`config.mk`:
```
export PLATFORM = sky130hd
export DESIGN_NAME = serial_command_line_handler
export DESIGN_NICKNAME = d
export VERILOG_FILES = /design/src/rtl/cmd_line_pkg.sv /design/src/rtl/serial_command_line_handler.sv
export VERILOG_INCLUDE_DIRS = /design/src /design/src/rtl
export SDC_FILE = /design/constraint.sdc
export NUM_CORES = 2
export LEC_CHECK = 0
export BUFFER_PORTS_ARGS = -buffer_cell sky130_fd_sc_hd__buf_2
export CAP_MARGIN = 20
export CORE_MARGIN = 8
export CORE_UTILIZATION = 55
export DETAILED_ROUTE_END_ITERATION = 8
export PLACE_DENSITY = 0.74
export SYNTH_ARGS = -nofsm -noshare
export SYNTH_HDL_FRONTEND = slang
export SYNTH_SLANG_ARGS = --single-unit
```
`constraint.sdc`:
```
create_clock -name core_clk -period 4.77 [get_ports core_clk]
set_input_delay 0.7155 -clock core_clk [delete_from_list [all_inputs] [get_ports core_clk]]
set_output_delay 0.7155 -clock core_clk [all_outputs]
set_load 0.02 [all_outputs]
```
`src/rtl/cmd_line_consts.svh`:
```
// Character codes, sizes and event codes for the serial command line handler.
// Assumes nothing beyond a SystemVerilog compiler; definitions only.
`ifndef CMD_LINE_CONSTS_SVH
`define CMD_LINE_CONSTS_SVH

// Control characters acted upon, then reply bytes and filler
`define CH_LF        8'h0A
`define CH_CR        8'h0D
`define CH_BS        8'h08
`define CH_ESC       8'h1B
`define CH_XON       8'h11
`define CH_XOFF      8'h13
`define CH_CAN       8'h18
`define CH_NAK       8'h15
`define CH_SPACE     8'h20
`define CH_BANG      8'h21
`define CH_NUL       8'h00

// Top of the control range
`define CTRL_MAX     8'h1F

// Line buffer: 127 characters plus a terminator
`define LINE_DEPTH   128
`define LINE_MAX     8'h7F

// Transmit queue depth and pointer width
`define TXQ_DEPTH    5'h10
`define TXQ_AW       4

// Queue error code, -400 as 16-bit two's complement
`define QERR_CODE    16'hFE70

`endif

```
`src/rtl/cmd_line_pkg.sv`:
```
// Types shared by the serial command line handler and its surroundings.
// Assumes nothing beyond a SystemVerilog compiler; widths here are written as literals.
package cmd_line_pkg;

    // Line handling phase
    typedef enum logic [0:0] {
        ST_IDLE,
        ST_PARSE
    } phase_t;

    // Error queue event toward the error queue
    typedef struct packed {
        logic        valid;   // One-cycle pulse
        logic [15:0] code;    // Signed error code
    } err_evt_t;

    // Whole state of the handler
    typedef struct packed {
        phase_t      st;         // Collecting or waiting for the parser
        logic [7:0]  line_cnt;   // Characters held in the line buffer
        logic [23:0] seq_b;      // Pending response bytes, oldest on top
        logic [1:0]  seq_n;      // Number of pending response bytes
        logic [3:0]  q_wr;       // Transmit queue write pointer
        logic [3:0]  q_rd;       // Transmit queue read pointer
        logic [4:0]  q_cnt;      // Transmit queue fill
        logic        halt;       // Transmitter stopped by XOFF
        logic        bang;       // Idle marker owed after XON
        logic        nak;        // Lost-echo marker owed
        logic        done;       // Parser finished, CR LF owed
        logic        prev_term;  // Last byte was a terminator that handed over a line
        logic [7:0]  prev_byte;  // Last byte received
        logic        line_pulse; // Line handed to parser
        logic        remote;     // Remote mode selected
        logic        ok;         // Output command allowed
        logic        refused;    // Output command refused
        logic        err_v;      // Queue error pulse
    } state_t;

endpackage

```
`src/rtl/serial_command_line_handler.sv`:
```
// Character-level front end of the serial command port.
// Assumes a byte receiver and transmitter outside, a parser reading the line
// buffer, and an output processor feeding response bytes; one clock domain.
//
// Overview of operation
// - CR or LF hands the line over
// - ESC clears line, answers CR LF
// - BS drops last char, never a terminator
// - Only seven control characters are acted upon
// - After parsing, send CR LF back
// - XON restarts transmitter under flow control
// - XOFF halts transmitter under flow control
// - CAN resets pointers and empties both queues
// - XOFF posts queue error -400
// - After XON drain queue, then send '!'
// - Echo data bytes; BS as BS SP BS
// - CR LF pair echoes first byte only
// - Lost echo sends NAK, logs error
// - Flow terminator answers XOFF CR or XOFF
// - Eight data bits, no parity, echo default
// - Output commands need remote mode first
`timescale 1ns/1ps
`include "cmd_line_consts.svh"

module serial_command_line_handler (
    input  wire logic                  core_clk,      // System clock, 40 MHz
    input  wire logic                  rst,           // Synchronous reset
    input  wire logic                  rx_valid,      // Received byte present
    input  wire logic [7:0]            rx_data,       // Received byte
    output logic                       rx_ready,      // Byte taken
    output logic                       tx_valid,      // Byte to send
    output logic [7:0]                 tx_data,       // Byte to send
    input  wire logic                  tx_ready,      // Transmitter took byte
    input  wire logic                  echo_en,       // Echo mode on
    input  wire logic                  flow_en,       // XON/XOFF on
    output logic                       line_valid,    // Line ready for parser
    output logic [7:0]                 line_len,      // Chars incl. terminator
    input  wire logic [6:0]            line_rd_addr,  // Parser read address
    output logic [7:0]                 line_rd_data,  // Parser read data
    input  wire logic                  parse_done,    // Commands forwarded
    input  wire logic                  resp_valid,    // Response byte present
    input  wire logic [7:0]            resp_data,     // Response byte
    output logic                       resp_ready,    // Response byte taken
    input  wire logic                  remote_set,    // Remote mode selected
    input  wire logic                  remote_clr,    // Local mode selected
    input  wire logic                  out_cmd_req,   // Output command wants to run
    output logic                       out_cmd_ok,    // Command may run
    output logic                       out_cmd_refused, // Command refused
    output cmd_line_pkg::err_evt_t     err_evt        // Error queue entry
);

    // Byte storage
    logic [7:0]             line_mem [`LINE_DEPTH];   // Input line buffer
    logic [7:0]             txq_mem  [`TXQ_DEPTH];    // Transmit queue

    // State and its next value
    cmd_line_pkg::state_t   st_q;                    // Registered state
    cmd_line_pkg::state_t   st_d;                    // Next state

    // Combinational side signals
    logic                   rx_take;                 // Byte accepted
    logic                   pop;                     // Byte leaves queue
    logic                   push;                    // Byte enters queue
    logic [7:0]             push_b;                  // Byte entering queue
    logic                   line_we;                 // Line buffer write
    logic [6:0]             line_wa;                 // Line buffer address
    logic                   q_full;                  // Queue full
    logic                   q_flush;                 // Queue emptied by CAN

    // Terminator test
    function automatic logic is_term(input logic [7:0] c);
        is_term = (c == `CH_CR) || (c == `CH_LF);
    endfunction

    // Room for a number of echo bytes, keeping one slot spare
    function automatic logic fits(input logic [4:0] cnt, input logic [4:0] need);
        fits = ({1'b0, cnt} + {1'b0, need}) < {1'b0, `TXQ_DEPTH};
    endfunction

    // Handshakes
    assign q_full     = (st_q.q_cnt == `TXQ_DEPTH);
    assign tx_valid   = (st_q.q_cnt != 5'h00) && !st_q.halt;
    assign pop        = tx_valid && tx_ready;
    assign rx_ready   = (st_q.st == cmd_line_pkg::ST_IDLE) && (st_q.seq_n == 2'h0);
    assign rx_take    = rx_valid && rx_ready;
    assign resp_ready = (st_q.seq_n == 2'h0) && !st_q.nak && !q_full
                        && !(st_q.bang && st_q.q_cnt == 5'h00) && !rx_take;

    // Outputs from registered state, error code constant
    assign tx_data         = txq_mem[st_q.q_rd];
    assign line_valid      = st_q.line_pulse;
    assign line_len        = st_q.line_cnt;
    assign out_cmd_ok      = st_q.ok;
    assign out_cmd_refused = st_q.refused;
    assign err_evt.valid   = st_q.err_v;
    assign err_evt.code    = `QERR_CODE;

    // Next-state logic
    always_comb begin
        st_d            = st_q;
        st_d.line_pulse = 1'b0;
        st_d.ok         = 1'b0;
        st_d.refused    = 1'b0;
        st_d.err_v      = 1'b0;
        push            = 1'b0;
        push_b          = `CH_NUL;
        line_we         = 1'b0;
        line_wa         = st_q.line_cnt[6:0];
        q_flush         = 1'b0;

        // Queue feed, pending responses first
        if (st_q.seq_n != 2'h0 && !q_full) begin
            push       = 1'b1;
            push_b     = st_q.seq_b[23:16];
            st_d.seq_b = {st_q.seq_b[15:0], `CH_NUL};
            st_d.seq_n = st_q.seq_n - 2'h1;
        end else if (st_q.nak && !q_full) begin
            // Lost echo marker
            push     = 1'b1;
            push_b   = `CH_NAK;
            st_d.nak = 1'b0;
        end else if (st_q.bang && st_q.q_cnt == 5'h00 && !st_q.halt) begin
            // Queue drained after XON, report idle
            push      = 1'b1;
            push_b    = `CH_BANG;
            st_d.bang = 1'b0;
        end else if (resp_valid && resp_ready) begin
            // Output processor response byte
            push   = 1'b1;
            push_b = resp_data;
        end

        // Received byte handling, eight data bits, no parity
        if (rx_take) begin
            st_d.prev_term = is_term(rx_data);
            st_d.prev_byte = rx_data;
            if (is_term(rx_data)) begin
                if (st_q.prev_term && rx_data != st_q.prev_byte) begin
                    // Second byte of a CR LF or LF CR pair swallowed
                    st_d.prev_term = 1'b0;
                end else begin
                    // Store terminator and hand the line over
                    line_we         = 1'b1;
                    st_d.line_cnt   = st_q.line_cnt + 8'h01;
                    st_d.st         = cmd_line_pkg::ST_PARSE;
                    st_d.line_pulse = 1'b1;
                    if (flow_en) begin
                        // Stop the host while the line is parsed
                        st_d.seq_b = {`CH_XOFF, `CH_CR, `CH_NUL};
                        st_d.seq_n = echo_en ? 2'h2 : 2'h1;
                    end else if (echo_en) begin
                        // Echo the first terminator only
                        st_d.seq_b = {rx_data, `CH_NUL, `CH_NUL};
                        st_d.seq_n = 2'h1;
                    end
                end
            end else begin
                unique case (rx_data)
                    `CH_ESC: begin
                        // Resynchronise: empty line, answer CR LF
                        st_d.line_cnt = 8'h00;
                        st_d.seq_b    = {`CH_CR, `CH_LF, `CH_NUL};
                        st_d.seq_n    = 2'h2;
                    end
                    `CH_BS: begin
                        // Drop last character unless it ends a line
                        if (st_q.line_cnt != 8'h00
                            && !is_term(line_mem[st_q.line_cnt[6:0] - 7'h01])) begin
                            st_d.line_cnt = st_q.line_cnt - 8'h01;
                        end
                        if (echo_en) begin
                            if (fits(st_q.q_cnt, 5'h03)) begin
                                st_d.seq_b = {`CH_BS, `CH_SPACE, `CH_BS};
                                st_d.seq_n = 2'h3;
                            end else begin
                                st_d.nak   = 1'b1;
                                st_d.err_v = 1'b1;
                            end
                        end
                    end
                    `CH_XON: begin
                        // Restart transmitter, owe idle marker
                        if (flow_en) begin
                            st_d.halt = 1'b0;
                            st_d.bang = 1'b1;
                        end
                    end
                    `CH_XOFF: begin
                        // Halt transmitter, log lost information
                        if (flow_en) begin
                            st_d.halt  = 1'b1;
                            st_d.err_v = 1'b1;
                        end
                    end
                    `CH_CAN: begin
                        // Reset both pointers and queues
                        st_d.line_cnt = 8'h00;
                        st_d.seq_n    = 2'h0;
                        st_d.nak      = 1'b0;
                        st_d.bang     = 1'b0;
                        q_flush       = 1'b1;
                    end
                    default: begin
                        if (rx_data > `CTRL_MAX) begin
                            // Ordinary character, kept while room remains
                            if (st_q.line_cnt < `LINE_MAX) begin
                                line_we       = 1'b1;
                                st_d.line_cnt = st_q.line_cnt + 8'h01;
                            end
                            if (echo_en) begin
                                if (fits(st_q.q_cnt, 5'h01)) begin
                                    st_d.seq_b = {rx_data, `CH_NUL, `CH_NUL};
                                    st_d.seq_n = 2'h1;
                                end else begin
                                    st_d.nak   = 1'b1;
                                    st_d.err_v = 1'b1;
                                end
                            end
                        end
                        // Other control bytes are ignored
                    end
                endcase
            end
        end

        // Parser completion
        if (st_q.st == cmd_line_pkg::ST_PARSE) begin
            if (parse_done) begin
                st_d.done = 1'b1;
            end
            if ((st_q.done || parse_done) && st_q.seq_n == 2'h0) begin
                // Line consumed, answer CR LF
                st_d.done     = 1'b0;
                st_d.st       = cmd_line_pkg::ST_IDLE;
                st_d.line_cnt = 8'h00;
                st_d.seq_b    = {`CH_CR, `CH_LF, `CH_NUL};
                st_d.seq_n    = 2'h2;
            end
        end

        // Transmit queue pointers
        if (q_flush) begin
            st_d.q_wr  = 4'h0;
            st_d.q_rd  = 4'h0;
            st_d.q_cnt = 5'h00;
        end else begin
            if (push) begin
                st_d.q_wr = st_q.q_wr + 4'h1;
            end
            if (pop) begin
                st_d.q_rd = st_q.q_rd + 4'h1;
            end
            if (push && !pop) begin
                st_d.q_cnt = st_q.q_cnt + 5'h01;
            end else if (pop && !push) begin
                st_d.q_cnt = st_q.q_cnt - 5'h01;
            end
        end

        // Remote mode and output command gate
        if (remote_set) begin
            st_d.remote = 1'b1;
        end else if (remote_clr) begin
            st_d.remote = 1'b0;
        end
        if (out_cmd_req) begin
            st_d.ok      = st_q.remote;
            st_d.refused = !st_q.remote;
        end
    end

    // State register
    always_ff @(posedge core_clk) begin
        if (rst) begin
            st_q <= '0;
        end else begin
            st_q <= st_d;
        end
    end

    // Byte memories and parser read port
    always_ff @(posedge core_clk) begin
        if (line_we) begin
            line_mem[line_wa] <= rx_data;
        end
        if (push && !q_flush) begin
            txq_mem[st_q.q_wr] <= push_b;
        end
        if (rst) begin
            line_rd_data <= 8'h00;
        end else begin
            line_rd_data <= line_mem[line_rd_addr];
        end
    end

    // Checks
    a_esc_answer: assert property (@(posedge core_clk) disable iff (rst)
        rx_take && rx_data == `CH_ESC |=> st_q.seq_n == 2'h2 && st_q.seq_b[23:16] == `CH_CR
                                          && st_q.line_cnt == 8'h00)
        else $error("ESC did not clear line and queue CR LF");

    a_term_handoff: assert property (@(posedge core_clk) disable iff (rst)
        rx_take && is_term(rx_data) && !st_q.prev_term |=> line_valid && !rx_ready)
        else $error("Terminator did not hand line to parser");

    a_halt_blocks: assert property (@(posedge core_clk) disable iff (rst)
        st_q.halt |-> !tx_valid)
        else $error("Transmit while halted");

    a_xoff_error: assert property (@(posedge core_clk) disable iff (rst)
        rx_take && flow_en && rx_data == `CH_XOFF |=> err_evt.valid && err_evt.code == 16'hFE70)
        else $error("XOFF did not log queue error");

    a_xon_release: assert property (@(posedge core_clk) disable iff (rst)
        rx_take && flow_en && rx_data == `CH_XON |=> !st_q.halt && (st_q.bang || $past(st_q.bang)))
        else $error("XON did not release transmitter");

    a_can_flush: assert property (@(posedge core_clk) disable iff (rst)
        rx_take && rx_data == `CH_CAN |=> st_q.q_cnt == 5'h00 && st_q.line_cnt == 8'h00
                                          && st_q.seq_n == 2'h0)
        else $error("CAN did not empty queues");

    a_bs_echo: assert property (@(posedge core_clk) disable iff (rst)
        rx_take && echo_en && rx_data == `CH_BS && fits(st_q.q_cnt, 5'h03)
        |=> st_q.seq_n == 2'h3 ##1 st_q.seq_n == 2'h2 || q_full)
        else $error("Backspace echo not three bytes");

    a_remote_gate: assert property (@(posedge core_clk) disable iff (rst)
        out_cmd_req && !st_q.remote |=> out_cmd_refused && !out_cmd_ok)
        else $error("Output command ran without remote mode");

    a_line_limit: assert property (@(posedge core_clk) disable iff (rst)
        st_q.st == cmd_line_pkg::ST_IDLE |-> st_q.line_cnt <= `LINE_MAX)
        else $error("Line buffer over 127 characters");

    a_parse_crlf: assert property (@(posedge core_clk) disable iff (rst)
        st_q.st == cmd_line_pkg::ST_PARSE && parse_done && st_q.seq_n == 2'h0
        |=> st_q.seq_n == 2'h2 && st_q.seq_b[23:16] == `CH_CR ##[1:20] st_q.seq_n == 2'h0)
        else $error("CR LF not sent after parse");

endmodule // serial_command_line_handler

```
==> results.ini <==
[clocking]
clockRootBuffer=clkbuf_16
cts.path.max_buffers=3
clk_pin_slew_ps=60
hold_buffers=0
cts_buffers=121
h-tree-depth=3
clk_latency_ps=730
clock_sinks=1230
postCtsSetupBuffers=0
cts-resized-gates=0
cts_tree=yes

[synth]
synth_cells=3097
synthXorXnorAreaFrac_pct=0.423
synth_adder_area_share_pct=0.330
ys.warnings.count=0
yosysTopAreaCell=edfxtp_1
synth.distinct_cells=74
async_flop_share_pct=0
synth_area_mm2=0.0553
avgSynthCellArea_um2=17.8
yosys.area.top_type_share_pct=62.6
synth_top_family_by_area=multiplexers
synthMuxAreaShare_pct=22.5
synth_seq_cells=1230
synth_ff_type=edfxtp_1
seq_area_frac_synth_pct=65.4
synth_compound_area_share_pct=3.29
synthSimpleGateAreaFrac_pct=6.06
synth_area_leaders=edfxtp_1 (63%), mux4_2 (22%), dfxtp_1 (2.8%)
synth_enable_flop_cells=1152

[die]
core-area_mm2=0.0999
ios=81
initial_core_util_pct=55.4
dieArea_mm2=0.111
num_rows=116
die_h_um=333
die_w_um=333

[grt]
antenna_found_initial=8
grt_pass1_wl_um=229000
grt-ovfl-total=0
grt_use_total_pct=27.8
grt_max_degree=121
grt_pass1_vias=33100

[critical_path]
critPathLaunchType=register
worstPathArrival_ps=5060
worstPathRequired_ps=5400
cp_num_buf_inv=3
cp_slowest_cell=xnor2_4
cp_max_fo=14
timing.rr.end=line_len[7]$_SDFF_PP0_
critical_path_class=register to register
crit_path_cell_trace=inv_1 > ha_4 > xnor2_4 > buf_4 > mux4_2 > mux2i_1 > o211ai_1 > o32ai_1 > buf_4 > o32a_1 > a21oi_2 > or4_1 > a211oi_1
slowest_delay_ps=560
worstReg2RegStart=line_len[0]$_SDFF_PP0_
cp-end-kind=register
cp_top_family=multiplexers
crit_start=line_len[0]$_SDFF_PP0_
reg2reg_depth=13
path_depth=13
cpMostUsedCell=buf_4
endpoint=line_len[7]$_SDFF_PP0_
r2r_slack_ps=350

[routing]
first_pass_iters=5
avgRoutedWirePerCell_um=33.9
routed_wl_um=156000
ant_nets=0
vias_per_cell=7.12
drtIter0Drc=4866
drc=0
via_count=32800

[layout]
layout_commonest_cell=edfxtp_1
fin_nets=3258
drive_gt1_share_pct=28.3
final_area_mm2=0.0617
multi_input_area_mm2=0.0181
num-fill-cells=6895
area_growth_pct=11.6
layout_common_cells=edfxtp_1 (1152), mux4_2 (530), nor2_1 (265)
seq_area_mm2=0.0362

[timing]
min_period_ps=4420
setup_slack_ps=345
setup_viol=0
max-slew-margin-rel_pct=27.8
finClkSkew_ps=31.8
worstMarginPinSlew_ps=1080
setup_tns_ps=0
period_share_pct=92.8
rsz0062_at_grt=no
fmax_mhz=226
fin_hold_ws_ps=234
hold_viol_final=0
drv_slew=0

[pwr]
power_leakage_nw=19.3
peakVddDrop_mv=0.408
powerDensity_mw_per_mm2=506

[flow_run]
cap_violations=0

[status]
status=completed

[placement]
routabilityCongestion=0.971
hpwl_um=107000
postPlaceCellArea_mm2=0.0576
place_ws_ps=443
portBuffers=64

[min_path]
hold_class=primary input to register
min_path_cells=3

[per-layer routing]
layer	vias to the layer above	track usage, %	part of all wire, %
li1	13100	-	-
met1	17000	38.0	37
met2	2362	42.2	46
met3	345	8.23	12
met4	4	11.7	4.6
met5	-	0	0.020
[layout make-up]
type | instances | area share (%)
multi-input combinational | 1633 | 29.4
clock buffer | 146 | 5.09
clock inverter | 77 | 1.34
antenna | 4 | 0.0162
timing repair buffer | 203 | 2.80
inverter | 21 | 0.128
tap | 1298 | 2.63
sequential | 1230 | 58.6
[worst register-to-register path, cell delays in order (launching register included)]
cell and delay [ps]:
dfxtp_4 420, inv_1 100, ha_4 250, xnor2_4 570
buf_4 340, mux4_2 530, mux2i_1 490, o211ai_1 180
o32ai_1 330, buf_4 160, o32a_1 220, a21oi_2 70
or4_1 470, a211oi_1 220
[cells in the mapped netlist, types with 4 or more instances]
cell type,n
edfxtp_1,1152
mux4_2,530
nor2_1,265
nand2_1,177
clkbuf_1,109
nor4_1,96
a21oi_1,94
dfxtp_1,78
buf_1,50
nor3_1,45
nand3_1,39
o21ai_0,39
buf_2,37
mux2i_1,37
buf_4,28
nand4_1,23
inv_1,21
a211oi_1,19
and2_1,16
xnor2_1,16
a31oi_1,15
and3_1,14
ha_1,13
o41ai_1,13
or3_1,13
nor2b_1,9
o211ai_1,9
a21o_1,8
a221oi_1,8
a22oi_1,7
o2111ai_1,7
xor2_1,7
nand2b_1,6
o22ai_1,6
mux2_2,5
o31ai_1,5
or2_2,5
a211o_1,4
a22o_1,4
o21ai_1,4
or4_1,4
[stage by stage]
step,util [%],power (mW),cells
2_1_floorplan,-,18.3,3111
3_3_place_gp,57.7,21.4,4377
3_5_place_dp,57.7,21.6,4378
4_1_cts,61.7,31.1,4601
5_1_grt,61.8,32.1,4610
6_report,61.8,31.2,4612
[how the worst min path moves through the flow]
stage                                    start                    endpoint  slack, ps
final                               remote_set        st_q[3]$_SDFFE_PP0P_        230
after global routing                remote_set        st_q[3]$_SDFFE_PP0P_        240
after CTS                           remote_set        st_q[3]$_SDFFE_PP0P_        180
after detailed placement  st_q[3]$_SDFFE_PP0P_  out_cmd_refused$_SDFF_PP0_        440
after global placement    st_q[3]$_SDFFE_PP0P_  out_cmd_refused$_SDFF_PP0_        430
after floorplan           st_q[3]$_SDFFE_PP0P_  out_cmd_refused$_SDFF_PP0_        410
[sequential cells by signal (all words and copies together), names as in the netlist, named ones only]
name             cells
line_mem          1024
txq_mem            128
st_q                54
line_len             8
line_rd_data         8
err_evt              1
line_valid           1
out_cmd_ok           1
out_cmd_refused      1
[cells by family after synthesis]
logic type / after synthesis
mux: 574
xor+xnor: 25
simple gates: 724
other cells: 2
flops: 1230
fa+ha+maj: 14
compound gates: 280
buf+inv: 248
[where the power goes]
part	switching (mW)	leakage, nW	internal, mW	total [mW]
clock	4.08	1.92	5.50	9.58
sequential	0.155	11.0	12.2	12.4
combinational	5.66	6.36	3.59	9.24
(Power assumes the default switching activity.)
